--- config.mk ---
export PLATFORM = sky130hd
export DESIGN_NAME = sap_sink_policy
export DESIGN_NICKNAME = d
export VERILOG_FILES = /design/src/hw/sap_pkg.sv /design/src/hw/sap_pdo_eval.sv /design/src/hw/sap_sink_policy.sv
export SDC_FILE = /design/constraint.sdc
export NUM_CORES = 1
export LEC_CHECK = 0
export BUFFER_PORTS_ARGS = -buffer_cell sky130_fd_sc_hd__clkbuf_2
export CAP_MARGIN = 40
export CORE_MARGIN = 5
export CORE_UTILIZATION = 30
export DETAILED_ROUTE_END_ITERATION = 12
export SYNTH_ARGS = -nofsm -noshare
export SYNTH_HDL_FRONTEND = slang
export SYNTH_SLANG_ARGS = --single-unit
--- constraint.sdc ---
create_clock -name clk_i -period 36.9 [get_ports clk_i]
set_input_delay 1.845 -clock clk_i [delete_from_list [all_inputs] [get_ports clk_i]]
set_output_delay 1.845 -clock clk_i [all_outputs]
set_load 0.02 [all_outputs]
--- src/hw/sap_pkg.sv ---
// shared constants and types for the sink auto-negotiation policy block
package sap_pkg;
    // supply type field of a power data object
    localparam int PDO_TYPE_LO = 30;
    localparam logic [1:0] PDO_FIXED = 2'h0;
    localparam logic [1:0] PDO_BATT = 2'h1;
    localparam logic [1:0] PDO_VAR = 2'h2;
    localparam logic [1:0] PDO_AUG = 2'h3;
    localparam int APDO_SUB_LO = 28;
    localparam logic [1:0] APDO_PPS = 2'h0;
    // classic object fields, 10 bits each
    localparam int VMAX_LO = 20;
    localparam int VMIN_LO = 10;
    localparam int CUR_LO = 0;
    // programmable supply fields
    localparam int PPS_VMAX_LO = 17;
    localparam int PPS_VMIN_LO = 8;
    localparam int PPS_CUR_LO = 0;
    // unit scaling: 50 mV x 10 mA = 0.5 mW, divided into 250 mW steps
    localparam int MV_PER_LSB = 50;
    localparam int MW_PER_LSB = 250;
    localparam int PWR_DIV = 500;
    localparam int PPS_V_SCALE = 2;
    localparam int PPS_I_SCALE = 5;
    // preference among equal power objects
    localparam logic [1:0] RANK_FIXED = 2'h3;
    localparam logic [1:0] RANK_VAR = 2'h2;
    localparam logic [1:0] RANK_BATT = 2'h1;
    // configuration bit positions and reset image
    localparam int CFG_TIE_LOWER = 0;
    localparam int CFG_NO_SUSP = 1;
    localparam int CFG_SUPPRESS = 2;
    localparam int CFG_PPS_EN = 3;
    localparam int CFG_AUTO_FLOOR = 4;
    localparam int CFG_AUTO_CEIL = 5;
    localparam int CFG_AUTO_DIS = 6;
    localparam logic [6:0] CFG_RST = 7'h36;
    // request object layout
    localparam int RDO_POS_LO = 28;
    localparam int RDO_MISMATCH = 26;
    localparam int RDO_NO_SUSP = 24;
    localparam int RDO_OP_LO = 10;
    localparam int RDO_MAX_LO = 0;
    localparam logic PATH_RST = 1'h1;
    // scan sequencer states
    typedef enum logic [1:0] {S_IDLE, S_SNK, S_SRC, S_DONE} sap_state_e;
endpackage : sap_pkg

--- src/hw/sap_pdo_eval.sv ---
// decodes one power data object into voltage range, current and power
`timescale 1ns/1ps
module sap_pdo_eval (
    input wire logic [31:0] pdo_i,
    output logic [1:0] kind_o,
    output logic is_pps_o,
    output logic [11:0] power_o,
    output logic [9:0] vmin_o,
    output logic [9:0] vmax_o,
    output logic [9:0] cur_o
);
    logic [19:0] prod;

    // per supply type decode, voltage in 50 mV and current in 10 mA steps
    always_comb begin
        kind_o = pdo_i[sap_pkg::PDO_TYPE_LO +: 2];
        is_pps_o = 1'b0;
        vmax_o = pdo_i[sap_pkg::VMAX_LO +: 10];
        vmin_o = pdo_i[sap_pkg::VMIN_LO +: 10];
        cur_o = pdo_i[sap_pkg::CUR_LO +: 10];
        unique case (kind_o)
            sap_pkg::PDO_FIXED: begin
                vmax_o = pdo_i[sap_pkg::VMIN_LO +: 10];
            end
            sap_pkg::PDO_BATT: begin
                cur_o = 10'h000;
            end
            sap_pkg::PDO_VAR: begin
            end
            sap_pkg::PDO_AUG: begin
                is_pps_o = pdo_i[sap_pkg::APDO_SUB_LO +: 2] == sap_pkg::APDO_PPS;
                vmax_o = 10'(pdo_i[sap_pkg::PPS_VMAX_LO +: 8] * sap_pkg::PPS_V_SCALE);
                vmin_o = 10'(pdo_i[sap_pkg::PPS_VMIN_LO +: 8] * sap_pkg::PPS_V_SCALE);
                cur_o = 10'(pdo_i[sap_pkg::PPS_CUR_LO +: 7] * sap_pkg::PPS_I_SCALE);
                if (!is_pps_o) begin
                    vmax_o = 10'h000;
                    vmin_o = 10'h000;
                    cur_o = 10'h000;
                end
            end
        endcase
        // variable uses max voltage, fixed its single voltage
        prod = 20'(vmax_o) * 20'(cur_o);
        power_o = 12'(prod / 20'(sap_pkg::PWR_DIV));
        if (kind_o == sap_pkg::PDO_BATT) begin
            power_o = {2'h0, pdo_i[sap_pkg::CUR_LO +: 10]}; // operating power
        end
    end
endmodule : sap_pdo_eval

--- src/hw/sap_sink_policy.sv ---
// sink auto-negotiation policy: limits, object selection, mismatch and sink path
// Functional notes
// - With auto-disable set, the sink path turns off whenever a contract raises the mismatch flag, unless a ready task comes in that same cycle.
// - A sink-ready task forces the sink path back on even while a mismatch stands.
// - A later contract that raises the mismatch flag turns the path off again after a ready task.
// - The ceiling select bit picks host (0) or computed (1) maximum voltage and resets to 1.
// - The floor select bit picks host (0) or computed (1) minimum voltage and resets to 1.
// - A mismatch exists when no source object reaches the mismatch power threshold.
// - With PPS enabled, a mismatch also exists when no source PPS object meets the sink PPS need.
// - The request mismatch flag is raised on a mismatch unless the suppression bit is set.
// - With no battery sink object, the required sink power is the largest power of all valid sink capability objects.
// - Object power is operating power, max voltage times current, or voltage times current.
// - If any battery sink object exists, required power is the largest battery power only.
// - The no-suspend bit, reset to 1, is copied into every request sent.
// - Only objects at or below the voltage ceiling (50 mV steps) are selected.
// - Required power is in 250 mW steps and the selection strives to obtain it.
// - Highest power wins, then fixed over variable, then the tie bit picks higher or lower voltage.
`timescale 1ns/1ps
module sap_sink_policy #(
    parameter int N_PDO = 7,
    parameter int CNT_W = $clog2(N_PDO + 1)
) (
    input wire logic clk_i,
    input wire logic rst_n_i,
    input wire logic cfg_wr_i,
    input wire logic cfg_auto_disable_i,
    input wire logic cfg_auto_ceiling_i,
    input wire logic cfg_auto_floor_select_i,
    input wire logic cfg_suppress_cap_mismatch_i,
    input wire logic cfg_no_suspend_flag_i,
    input wire logic cfg_tie_lower_i,
    input wire logic cfg_pps_enable_i,
    input wire logic [9:0] neg_voltage_ceiling_i,
    input wire logic [9:0] neg_voltage_floor_i,
    input wire logic [9:0] mismatch_power_threshold_i,
    input wire logic snk_caps_wr_i,
    input wire logic [N_PDO*32-1:0] transmit_sink_capabilities_i,
    input wire logic [CNT_W-1:0] snk_count_i,
    input wire logic src_caps_i,
    input wire logic [N_PDO*32-1:0] src_caps_pdo_i,
    input wire logic [CNT_W-1:0] src_count_i,
    input wire logic sink_ready_task_i,
    output logic busy_o,
    output logic rdo_valid_o,
    output logic [31:0] rdo_o,
    output logic cap_mismatch_o,
    output logic sink_path_en_o,
    output logic [9:0] sink_required_power_o,
    output logic [9:0] neg_voltage_ceiling_o,
    output logic [9:0] neg_voltage_floor_o
);
    localparam int IDX_W = $clog2(N_PDO);

    typedef struct packed {
        sap_pkg::sap_state_e st;
        logic [IDX_W-1:0] idx;
        logic snk_pend;
        logic src_pend;
        logic [11:0] all_max;
        logic [11:0] bat_max;
        logic have_bat;
        logic [9:0] vmin;
        logic [9:0] vmax;
        logic pps_have;
        logic [9:0] pps_vmin;
        logic [9:0] pps_vmax;
        logic [9:0] pps_cur;
        logic [9:0] req_pwr;
        logic [9:0] auto_ceil;
        logic [9:0] auto_floor;
        logic found;
        logic [IDX_W-1:0] best_idx;
        logic [11:0] best_pwr;
        logic [1:0] best_rank;
        logic [9:0] best_v;
        logic [9:0] best_cur;
        logic thr_hit;
        logic pps_ok;
        logic mism;
        logic flag;
        logic rdo_valid;
        logic [31:0] rdo;
    } sap_scan_s;

    sap_scan_s s_q;
    sap_scan_s s_d;
    logic [6:0] cfg_q;
    logic [6:0] cfg_d;
    logic path_q;
    logic path_d;
    logic [9:0] ceil_q;
    logic [9:0] ceil_d;
    logic [9:0] floor_q;
    logic [9:0] floor_d;
    logic [31:0] e_pdo;
    logic [1:0] e_kind;
    logic e_pps;
    logic [11:0] e_pwr;
    logic [9:0] e_vmin;
    logic [9:0] e_vmax;
    logic [9:0] e_cur;
    logic in_rng;
    logic accept;
    logic better;
    logic [1:0] e_rank;

    function automatic logic [9:0] sat10(input logic [11:0] p);
        sat10 = (p > 12'h3FF) ? 10'h3FF : p[9:0];
    endfunction : sat10

    ////////////////////////////////////////////////////////////////////////////
    // configuration bits, written as a group by the host

    always_comb begin
        cfg_d = cfg_q;
        if (cfg_wr_i) begin
            cfg_d[sap_pkg::CFG_TIE_LOWER] = cfg_tie_lower_i;
            cfg_d[sap_pkg::CFG_NO_SUSP] = cfg_no_suspend_flag_i;
            cfg_d[sap_pkg::CFG_SUPPRESS] = cfg_suppress_cap_mismatch_i;
            cfg_d[sap_pkg::CFG_PPS_EN] = cfg_pps_enable_i;
            cfg_d[sap_pkg::CFG_AUTO_FLOOR] = cfg_auto_floor_select_i;
            cfg_d[sap_pkg::CFG_AUTO_CEIL] = cfg_auto_ceiling_i;
            cfg_d[sap_pkg::CFG_AUTO_DIS] = cfg_auto_disable_i; // no interlock with suppress
        end
    end

    // reset image sets ceiling, floor, suppress and no-suspend selects
    always_ff @(posedge clk_i) begin
        if (!rst_n_i) begin
            cfg_q <= sap_pkg::CFG_RST;
        end else begin
            cfg_q <= cfg_d;
        end
    end

    ////////////////////////////////////////////////////////////////////////////
    // voltage limits: host value or value derived from the sink scan

    always_comb begin
        ceil_d = cfg_q[sap_pkg::CFG_AUTO_CEIL] ? s_q.auto_ceil : neg_voltage_ceiling_i;
        floor_d = cfg_q[sap_pkg::CFG_AUTO_FLOOR] ? s_q.auto_floor : neg_voltage_floor_i;
    end

    always_ff @(posedge clk_i) begin
        if (!rst_n_i) begin
            ceil_q <= 10'h000;
            floor_q <= 10'h000;
        end else begin
            ceil_q <= ceil_d;
            floor_q <= floor_d;
        end
    end

    ////////////////////////////////////////////////////////////////////////////
    // shared object evaluator, fed from the list being scanned

    always_comb begin
        if (s_q.st == sap_pkg::S_SNK) begin
            e_pdo = transmit_sink_capabilities_i[32*s_q.idx +: 32];
            in_rng = CNT_W'(s_q.idx) < snk_count_i;
        end else begin
            e_pdo = src_caps_pdo_i[32*s_q.idx +: 32];
            in_rng = CNT_W'(s_q.idx) < src_count_i;
        end
    end

    sap_pdo_eval u_eval (
        .pdo_i(e_pdo),
        .kind_o(e_kind),
        .is_pps_o(e_pps),
        .power_o(e_pwr),
        .vmin_o(e_vmin),
        .vmax_o(e_vmax),
        .cur_o(e_cur)
    );

    // acceptability and ranking of the current source object
    always_comb begin
        unique case (e_kind)
            sap_pkg::PDO_FIXED: e_rank = sap_pkg::RANK_FIXED;
            sap_pkg::PDO_VAR: e_rank = sap_pkg::RANK_VAR;
            sap_pkg::PDO_BATT: e_rank = sap_pkg::RANK_BATT;
            sap_pkg::PDO_AUG: e_rank = 2'h0;
        endcase
        accept = (e_kind != sap_pkg::PDO_AUG) && (e_vmax <= ceil_q) && (e_vmin >= floor_q);
        // highest power first, so the required power is reached whenever offered
        better = !s_q.found || (e_pwr > s_q.best_pwr);
        if (s_q.found && e_pwr == s_q.best_pwr) begin
            if (e_rank != s_q.best_rank) begin
                better = e_rank > s_q.best_rank;
            end else if (cfg_q[sap_pkg::CFG_TIE_LOWER]) begin
                better = e_vmax < s_q.best_v;
            end else begin
                better = e_vmax > s_q.best_v;
            end
        end
    end

    ////////////////////////////////////////////////////////////////////////////
    // scan sequencer: sink list for limits, source list for the request

    always_comb begin
        s_d = s_q;
        s_d.rdo_valid = 1'b0;
        unique case (s_q.st)
            sap_pkg::S_IDLE: begin
                if (s_q.snk_pend) begin
                    s_d.st = sap_pkg::S_SNK;
                    s_d.snk_pend = 1'b0;
                    s_d.idx = '0;
                    s_d.all_max = 12'h000;
                    s_d.bat_max = 12'h000;
                    s_d.have_bat = 1'b0;
                    s_d.vmin = 10'h3FF;
                    s_d.vmax = 10'h000;
                    s_d.pps_have = 1'b0;
                end else if (s_q.src_pend) begin
                    s_d.st = sap_pkg::S_SRC;
                    s_d.src_pend = 1'b0;
                    s_d.idx = '0;
                    s_d.found = 1'b0;
                    s_d.best_pwr = 12'h000;
                    s_d.thr_hit = 1'b0;
                    s_d.pps_ok = 1'b0;
                end
            end
            sap_pkg::S_SNK: begin
                if (in_rng) begin
                    if (e_pwr > s_q.all_max) begin
                        s_d.all_max = e_pwr;
                    end
                    if (e_kind == sap_pkg::PDO_BATT) begin
                        s_d.have_bat = 1'b1;
                        if (e_pwr > s_q.bat_max) begin
                            s_d.bat_max = e_pwr;
                        end
                    end
                    if (e_kind != sap_pkg::PDO_AUG) begin
                        if (e_vmin < s_q.vmin) begin
                            s_d.vmin = e_vmin;
                        end
                        if (e_vmax > s_q.vmax) begin
                            s_d.vmax = e_vmax;
                        end
                    end else if (e_pps && !s_q.pps_have) begin
                        s_d.pps_have = 1'b1;
                        s_d.pps_vmin = e_vmin;
                        s_d.pps_vmax = e_vmax;
                        s_d.pps_cur = e_cur;
                    end
                end
                s_d.idx = s_q.idx + 1'b1;
                if (s_q.idx == IDX_W'(N_PDO - 1)) begin
                    s_d.st = sap_pkg::S_IDLE;
                    s_d.req_pwr = sat10(s_d.have_bat ? s_d.bat_max : s_d.all_max);
                    s_d.auto_ceil = s_d.vmax;
                    s_d.auto_floor = (s_d.vmin == 10'h3FF) ? 10'h000 : s_d.vmin;
                end
            end
            sap_pkg::S_SRC: begin
                if (in_rng) begin
                    if (e_pwr >= {2'h0, mismatch_power_threshold_i}) begin
                        s_d.thr_hit = 1'b1;
                    end
                    if (e_pps && s_q.pps_have && e_vmin <= s_q.pps_vmin
                        && e_vmax >= s_q.pps_vmax && e_cur >= s_q.pps_cur) begin
                        s_d.pps_ok = 1'b1;
                    end
                    if (accept && better) begin
                        s_d.found = 1'b1;
                        s_d.best_idx = s_q.idx;
                        s_d.best_pwr = e_pwr;
                        s_d.best_rank = e_rank;
                        s_d.best_v = e_vmax;
                        s_d.best_cur = e_cur;
                    end
                end
                s_d.idx = s_q.idx + 1'b1;
                if (s_q.idx == IDX_W'(N_PDO - 1)) begin
                    s_d.st = sap_pkg::S_DONE;
                    s_d.mism = !s_d.thr_hit || (cfg_q[sap_pkg::CFG_PPS_EN] && !s_d.pps_ok);
                    s_d.flag = s_d.mism && !cfg_q[sap_pkg::CFG_SUPPRESS];
                end
            end
            sap_pkg::S_DONE: begin
                s_d.st = sap_pkg::S_IDLE;
                s_d.rdo_valid = 1'b1;
                s_d.rdo = 32'h0000_0000;
                s_d.rdo[sap_pkg::RDO_POS_LO +: 3] = s_q.found ? 3'(s_q.best_idx + 1'b1) : 3'h1;
                s_d.rdo[sap_pkg::RDO_MISMATCH] = s_q.flag;
                s_d.rdo[sap_pkg::RDO_NO_SUSP] = cfg_q[sap_pkg::CFG_NO_SUSP];
                s_d.rdo[sap_pkg::RDO_OP_LO +: 10] = s_q.best_cur;
                s_d.rdo[sap_pkg::RDO_MAX_LO +: 10] = s_q.best_cur;
            end
        endcase
        // new events are never lost to a clear in the same cycle
        s_d.snk_pend = s_d.snk_pend || snk_caps_wr_i || cfg_wr_i;
        s_d.src_pend = s_d.src_pend || src_caps_i;
    end

    always_ff @(posedge clk_i) begin
        if (!rst_n_i) begin
            s_q <= '0;
        end else begin
            s_q <= s_d;
        end
    end

    ////////////////////////////////////////////////////////////////////////////
    // sink path: vetoed by a flagged contract, restored by the ready task

    always_comb begin
        path_d = path_q;
        if (s_q.st == sap_pkg::S_DONE && cfg_q[sap_pkg::CFG_AUTO_DIS]) begin
            path_d = !s_q.flag;
        end
        if (sink_ready_task_i) begin
            path_d = 1'b1;
        end
    end

    always_ff @(posedge clk_i) begin
        if (!rst_n_i) begin
            path_q <= sap_pkg::PATH_RST;
        end else begin
            path_q <= path_d;
        end
    end

    // output mapping
    assign busy_o = (s_q.st != sap_pkg::S_IDLE) || s_q.snk_pend || s_q.src_pend;
    assign rdo_valid_o = s_q.rdo_valid;
    assign rdo_o = s_q.rdo;
    assign cap_mismatch_o = s_q.mism;
    assign sink_path_en_o = path_q;
    assign sink_required_power_o = s_q.req_pwr;
    assign neg_voltage_ceiling_o = ceil_q;
    assign neg_voltage_floor_o = floor_q;
endmodule : sap_sink_policy

==> flow_summary.ini, run 1 <==
[placement]
numPortBuffers = 555
gp_congestion = 1.105
placed_cells = 4136
dp_hpwl_um = 97330
pre_cts_slack_ns = 15.34

[clocking]
clockBufferDepth = 2
clkTransAtPathRegs_ns = 0.08
ctsHtreeMaxLevel = 4
cts-resized-gates = 0
postCtsHoldBufs = 0
cts_setup_buffers = 0
cts_tree = done
insertion_delay_ns = 0.45
cts_root_buf = clkbuf_16
clock_sinks = 199
cts-buffers-inserted = 17

[detailed_routing]
ant_nets = 0
drcViolationCount = 0
vias = 23270
wl_um = 115000
via_per_inst = 5.564
drt_iter0_markers = 2105
detail_route.wl_per_cell_um = 27.50
drtPass1Iterations = 6

[finish]
final_cell_mix = clkbuf_2, nor2_1, inv_1
layout_commonest_cell = clkbuf_2
fin_nets = 3952
instances_no_fill = 4182
fillers = 7902
area_growth_syn_to_layout_pct = 18.89
drive_above_1_share = 0.2582

[timing]
period_needed_ns = 21.75
setup_slack_ns = 15.15
fin_skew_ns = 0.01930
setup_viol = 0
drv_slew = 0
fmax_mhz = 45.99
tns_ns = 0
rsz0062_at_grt = no
hold_viol_final = 0
slew_headroom = 0.3510
worst_pin_slew_ns = 0.9489
timing.hold.ws_ns = 0.4594
fin_crit_sh = 0.5893

[global_routing]
overflow = 0
grt_pass1_wl_um = 161900
grt_usage = 0.2718
antenna_found_initial = 46
grt_start_max_net_pins = 61
grt_pass1_vias = 21780

[floorplan]
row_count = 100
die_w_um = 284.3
start_util = 0.3027
core-area_um2 = 74570
die-area_um2 = 80820
die-height_um = 284.3
io_pins = 563

[setup_path]
critPathMaxFanout = 41
cpPeakStageDelay_ns = 0.74
cp.required_ns = 37.25
endpoint_kind = register
crit_type = register to register
critical_path_buf_inv_count = 8
cpMaxStageDelayCell = or3_1
r2r_cells = 68
crit_top_cell = inv_1
start_kind = register
r2r-start = s_q[186]$_SDFFE_PN0P_
arrival_ns = 22.09
r2r-end = s_q[39]$_SDFFE_PN0P_
r2r_slack_ns = 15.15
critPathTopFamily = compound AO/OA/AOI/OAI gates

[logic_synthesis]
synth_cell_type_count = 116
yosysSeqAreaShare = 0.1765
async_flop_share = 0
synthTopCellsByArea = dfxtp_1, ha_1, mux4_2
syn-cell-area_um2 = 22570
synth_seq_cells = 199
synth_ff_type = dfxtp_1
ys_warn_count = 0
netlist_instances = 2728
synth_edf_count = 0
avgSynthCellArea_um2 = 8.274
yosysTopAreaCellShare = 0.1765
yosys.area.top_type = dfxtp_1

[min_path]
hp-class = register to register
min-delay-start = s_q[117]$_SDFFE_PN0P_
min_to = s_q[117]$_SDFFE_PN0P_
hold_depth = 2

[outcome]
outcome = finished clean

[flow_run]
maxCapViolCount = 0
Yosys cell counts (all sizes together) (13+ instances only):
cell type	count
and3	24
mux2i	159
nor2	256
inv	253
clkbuf	105
fa	63
a21o	46
o211ai	23
o22ai	29
nor3	41
dfxtp	199
nand2	192
a22oi	55
buf	84
or2	13
nand2b	33
a21oi	179
ha	206
nor4	15
a31oi	17
nand4	37
nor2b	60
o221ai	24
nand3	53
and2	46
mux4	79
xnor2	24
o21ai	141
a211oi	54
stage by stage:
| stage | area (um2) | util |
|---|---|---|
| 4_1_cts | 26800 | 0.3594 |
| 3_3_place_gp | 26080 | 0.3497 |
| 6_report | 26830 | 0.3598 |
| 3_5_place_dp | 26190 | 0.3512 |
| 2_1_floorplan | 22590 | - |
| 5_1_grt | 26820 | 0.3597 |
worst reg2reg max path, delay by kind of cell (launching register included):
kind / cells / cell delay, ns
AOI/OAI and AO/OA: 26 / 7.00
and+or+nand+nor: 19 / 4.88
adders and majority gates: 9 / 4.08
muxes: 5 / 2.47
buffers and inverters: 8 / 2.36
DFF: 1 / 0.48
xor gates and xnor gates: 1 / 0.40
cell type report:
cell class	count	area, um2	share of cell area
Antenna cell	14	35.03	0.001306
Clock buffer	18	439.2	0.01637
Clock inverter	14	172.7	0.006435
Inverter	257	967.2	0.03604
Multi-Input combinational cell	2089	16730	0.6236
Sequential cell	199	3990	0.1487
Tap cell	969	1212	0.04518
Timing Repair Buffer	622	3283	0.1224
layer usage:
| layer | share of wire | vias up | global-route usage |
|---|---|---|---|
| met5 | 0.0016 | - | 0 |
| met4 | 0.038 | 28 | 0.09165 |
| met3 | 0.090 | 162 | 0.07821 |
| met2 | 0.44 | 1010 | 0.4229 |
| met1 | 0.43 | 11280 | 0.3624 |
| li1 | - | 10790 | - |
cells by family (layout without fill, tap and decap cells):
kind of cell | Yosys count | count (layout) | share of synthesized area
xor gates and xnor gates | 35 | 35 | 0.01541
buffers and inverters | 446 | 911 | 0.08432
other | 1 | 21 | 0.0001661
and+or+nand+nor | 805 | 805 | 0.1723
adders and majority gates | 273 | 273 | 0.1720
AOI/OAI and AO/OA | 719 | 719 | 0.2230
muxes | 250 | 250 | 0.1563
DFF | 199 | 199 | 0.1765
state kept, by name, summed over array words and instances (netlist names):
signal and count:
s_q 144, rdo_valid_o 1, neg_voltage_floor_o 10, cfg_q 7, sink_required_power_o 10, sink_path_en_o 1, cap_mismatch_o 1, rdo_o 15
neg_voltage_ceiling_o 10
worst max-delay path by stage:
stage                                    start                                    end  slack (ns)  depth (start not counted)
2_1_floorplan            s_q[187]$_SDFFE_PN0P_                   s_q[43]$_SDFFE_PN0P_       15.80                         86
3_3_place_gp               src_caps_pdo_i[158]  sink_required_power_o[0]$_SDFFE_PN0P_       15.13                         64
3_5_place_dp   transmit_sink_capabilities_i[3]                   s_q[39]$_SDFFE_PN0P_       15.34                         72
4_1_cts                  s_q[186]$_SDFFE_PN0P_                   s_q[39]$_SDFFE_PN0P_       15.43                         68
5_1_grt                  s_q[187]$_SDFFE_PN0P_                   s_q[39]$_SDFFE_PN0P_       13.77                         69
6_report                 s_q[186]$_SDFFE_PN0P_                   s_q[39]$_SDFFE_PN0P_       15.15                         68
Power of run 1 is not shown: default switching activity piles up to over one toggle a cycle in this logic, so the estimate is an artifact.
==> run 2: changes to the inputs <==
==> constraint.sdc (replaced) <==
create_clock -name clk_i -period 19.6 [get_ports clk_i]
set_input_delay 0.98 -clock clk_i [delete_from_list [all_inputs] [get_ports clk_i]]
set_output_delay 0.98 -clock clk_i [all_outputs]
set_load 0.02 [all_outputs]
==> run 2 against run 1 <==
Effect of this change:
- global-route usage down 0.12 points
- clock-buffer cell count down 1
- clock skew down 0.0049 ns
- final area up 3.8%
- final cell count up 2.3%
==> flow_summary.ini, run 2 (synthesis results as in run 1) <==
[floorplan]
die-area_um2 = 80820
die-height_um = 284.3
io_pins = 563
start_util = 0.3027
die_w_um = 284.3
core-area_um2 = 74570
row_count = 100

[clocking]
cts-buffers-inserted = 17
cts_tree = done
ctsHtreeMaxLevel = 4
insertion_delay_ns = 0.46
clkTransAtPathRegs_ns = 0.08
clockBufferDepth = 2
postCtsHoldBufs = 0
cts_root_buf = clkbuf_16
clock_sinks = 199

[finish]
fin_nets = 4038
drive_above_1_share = 0.2886
area_growth_syn_to_layout_pct = 23.45
regMostFlops = s_q
fillers = 7827
final_cell_mix = clkbuf_2, nor2_1, inv_1
layout_commonest_cell = clkbuf_2
largest_reg_flops = 144

[setup_path]
arrival_ns = 19.09
cp.required_ns = 19.99
endpoint_kind = register
start_kind = register
crit_top_cell = a21oi_1
critPathMaxFanout = 34
cpMaxStageDelayCell = o21ai_1
crit_type = register to register
cpPeakStageDelay_ns = 0.57

[detailed_routing]
wl_um = 115400
detail_route.wl_per_cell_um = 26.99
via_per_inst = 5.550
ant_nets = 0
drtPass1Iterations = 9
vias = 23740
drt_iter0_markers = 2301
drcViolationCount = 0

[placement]
numPortBuffers = 555
dp_hpwl_um = 97970
gp_congestion = 1.178

[timing]
worst_pin_slew_ns = 0.8998
period_needed_ns = 18.70
fmax_mhz = 53.47
hold_viol_final = 0
slew_headroom = 0.3979
fin_skew_ns = 0.01436
fin_crit_sh = 0.9542
setup_viol = 0
drv_slew = 0
timing.hold.ws_ns = 0.4565

[flow_run]
maxCapViolCount = 0

[global_routing]
grt_pass1_wl_um = 160700
antenna_found_initial = 46
grt_pass1_vias = 22190
grt_start_max_net_pins = 71
overflow = 0
grt_usage = 0.2706

[min_path]
hp-class = register to register

[outcome]
outcome = finished clean
[run 2: changes by cell type in the layout (fill, tap and decap cells not counted), sizes merged]
| cell | previous run | this run |
|---|---|---|
| clkinvlp | 1 | 2 |
| diode | 14 | 23 |
| clkbuf | 573 | 572 |
| inv | 263 | 262 |
| clkinv | 6 | 5 |
| bufinv | 1 | 3 |
| buf | 67 | 153 |
[run 2: layout make-up]
class / instances / area, um2 / area share
inverter: 257 / 970.9 / 0.03485
antenna: 23 / 57.56 / 0.002066
multi-input combinational: 2089 / 17010 / 0.6105
sequential: 199 / 3990 / 0.1432
clock inverter: 15 / 187.7 / 0.006736
timing repair buffer: 708 / 4009 / 0.1439
clock buffer: 17 / 425.4 / 0.01527
tap: 969 / 1212 / 0.04351
[run 2: metrics by stage]
stage	TNS, ns	instances	area [um2]	setup slack, ns	util
2_1_floorplan	0	2734	22610	0.02176	-
3_5_place_dp	0	4199	26710	0.03326	0.3581
4_1_cts	0	4231	27320	0.09905	0.3664
5_1_grt	-0.5759	4267	27840	-0.07626	0.3733
6_report	0	4277	27860	0.8983	0.3737
3_3_place_gp	0	4185	26600	0.1961	0.3567
[run 2: critical path: cells and delay by family, from the launching register on]
kind,cells,cell delay [ns]
AOI/OAI and AO/OA,28,6.71
xor gates and xnor gates,1,0.26
adders and majority gates,9,3.50
buffers and inverters,10,1.57
DFF,1,0.46
muxes,5,1.92
and+or+nand+nor,22,4.13
[run 2: path summary, 6_finish.rpt]
path	slack (ns)	endpoint	from	cells past startpoint
max	0.90	s_q[33]$_SDFFE_PN0P_	s_q[186]$_SDFFE_PN0P_	75
min	0.46	s_q[116]$_SDFFE_PN0P_	s_q[116]$_SDFFE_PN0P_	2
max reg2reg	0.90	s_q[33]$_SDFFE_PN0P_	s_q[186]$_SDFFE_PN0P_	75
min reg2reg	0.46	s_q[116]$_SDFFE_PN0P_	s_q[116]$_SDFFE_PN0P_	2
[run 2: what timing repair did]
item,CTS,global route
resized for setup,0,57
endpoints found under the setup margin,0,75
setup buffers,0,23
[run 2: layer usage]
| layer | GRT usage | wire length [um] | vias to the layer above | share of wire |
|---|---|---|---|---|
| li1 | - | - | 10980 | - |
| met1 | 0.3555 | 48640 | 11470 | 0.42 |
| met2 | 0.4167 | 50370 | 1089 | 0.44 |
| met3 | 0.09311 | 11920 | 166 | 0.10 |
| met4 | 0.08982 | 4315 | 30 | 0.037 |
| met5 | 0 | 199 | - | 0.0017 |
Power of run 2 is left out for the same reason.
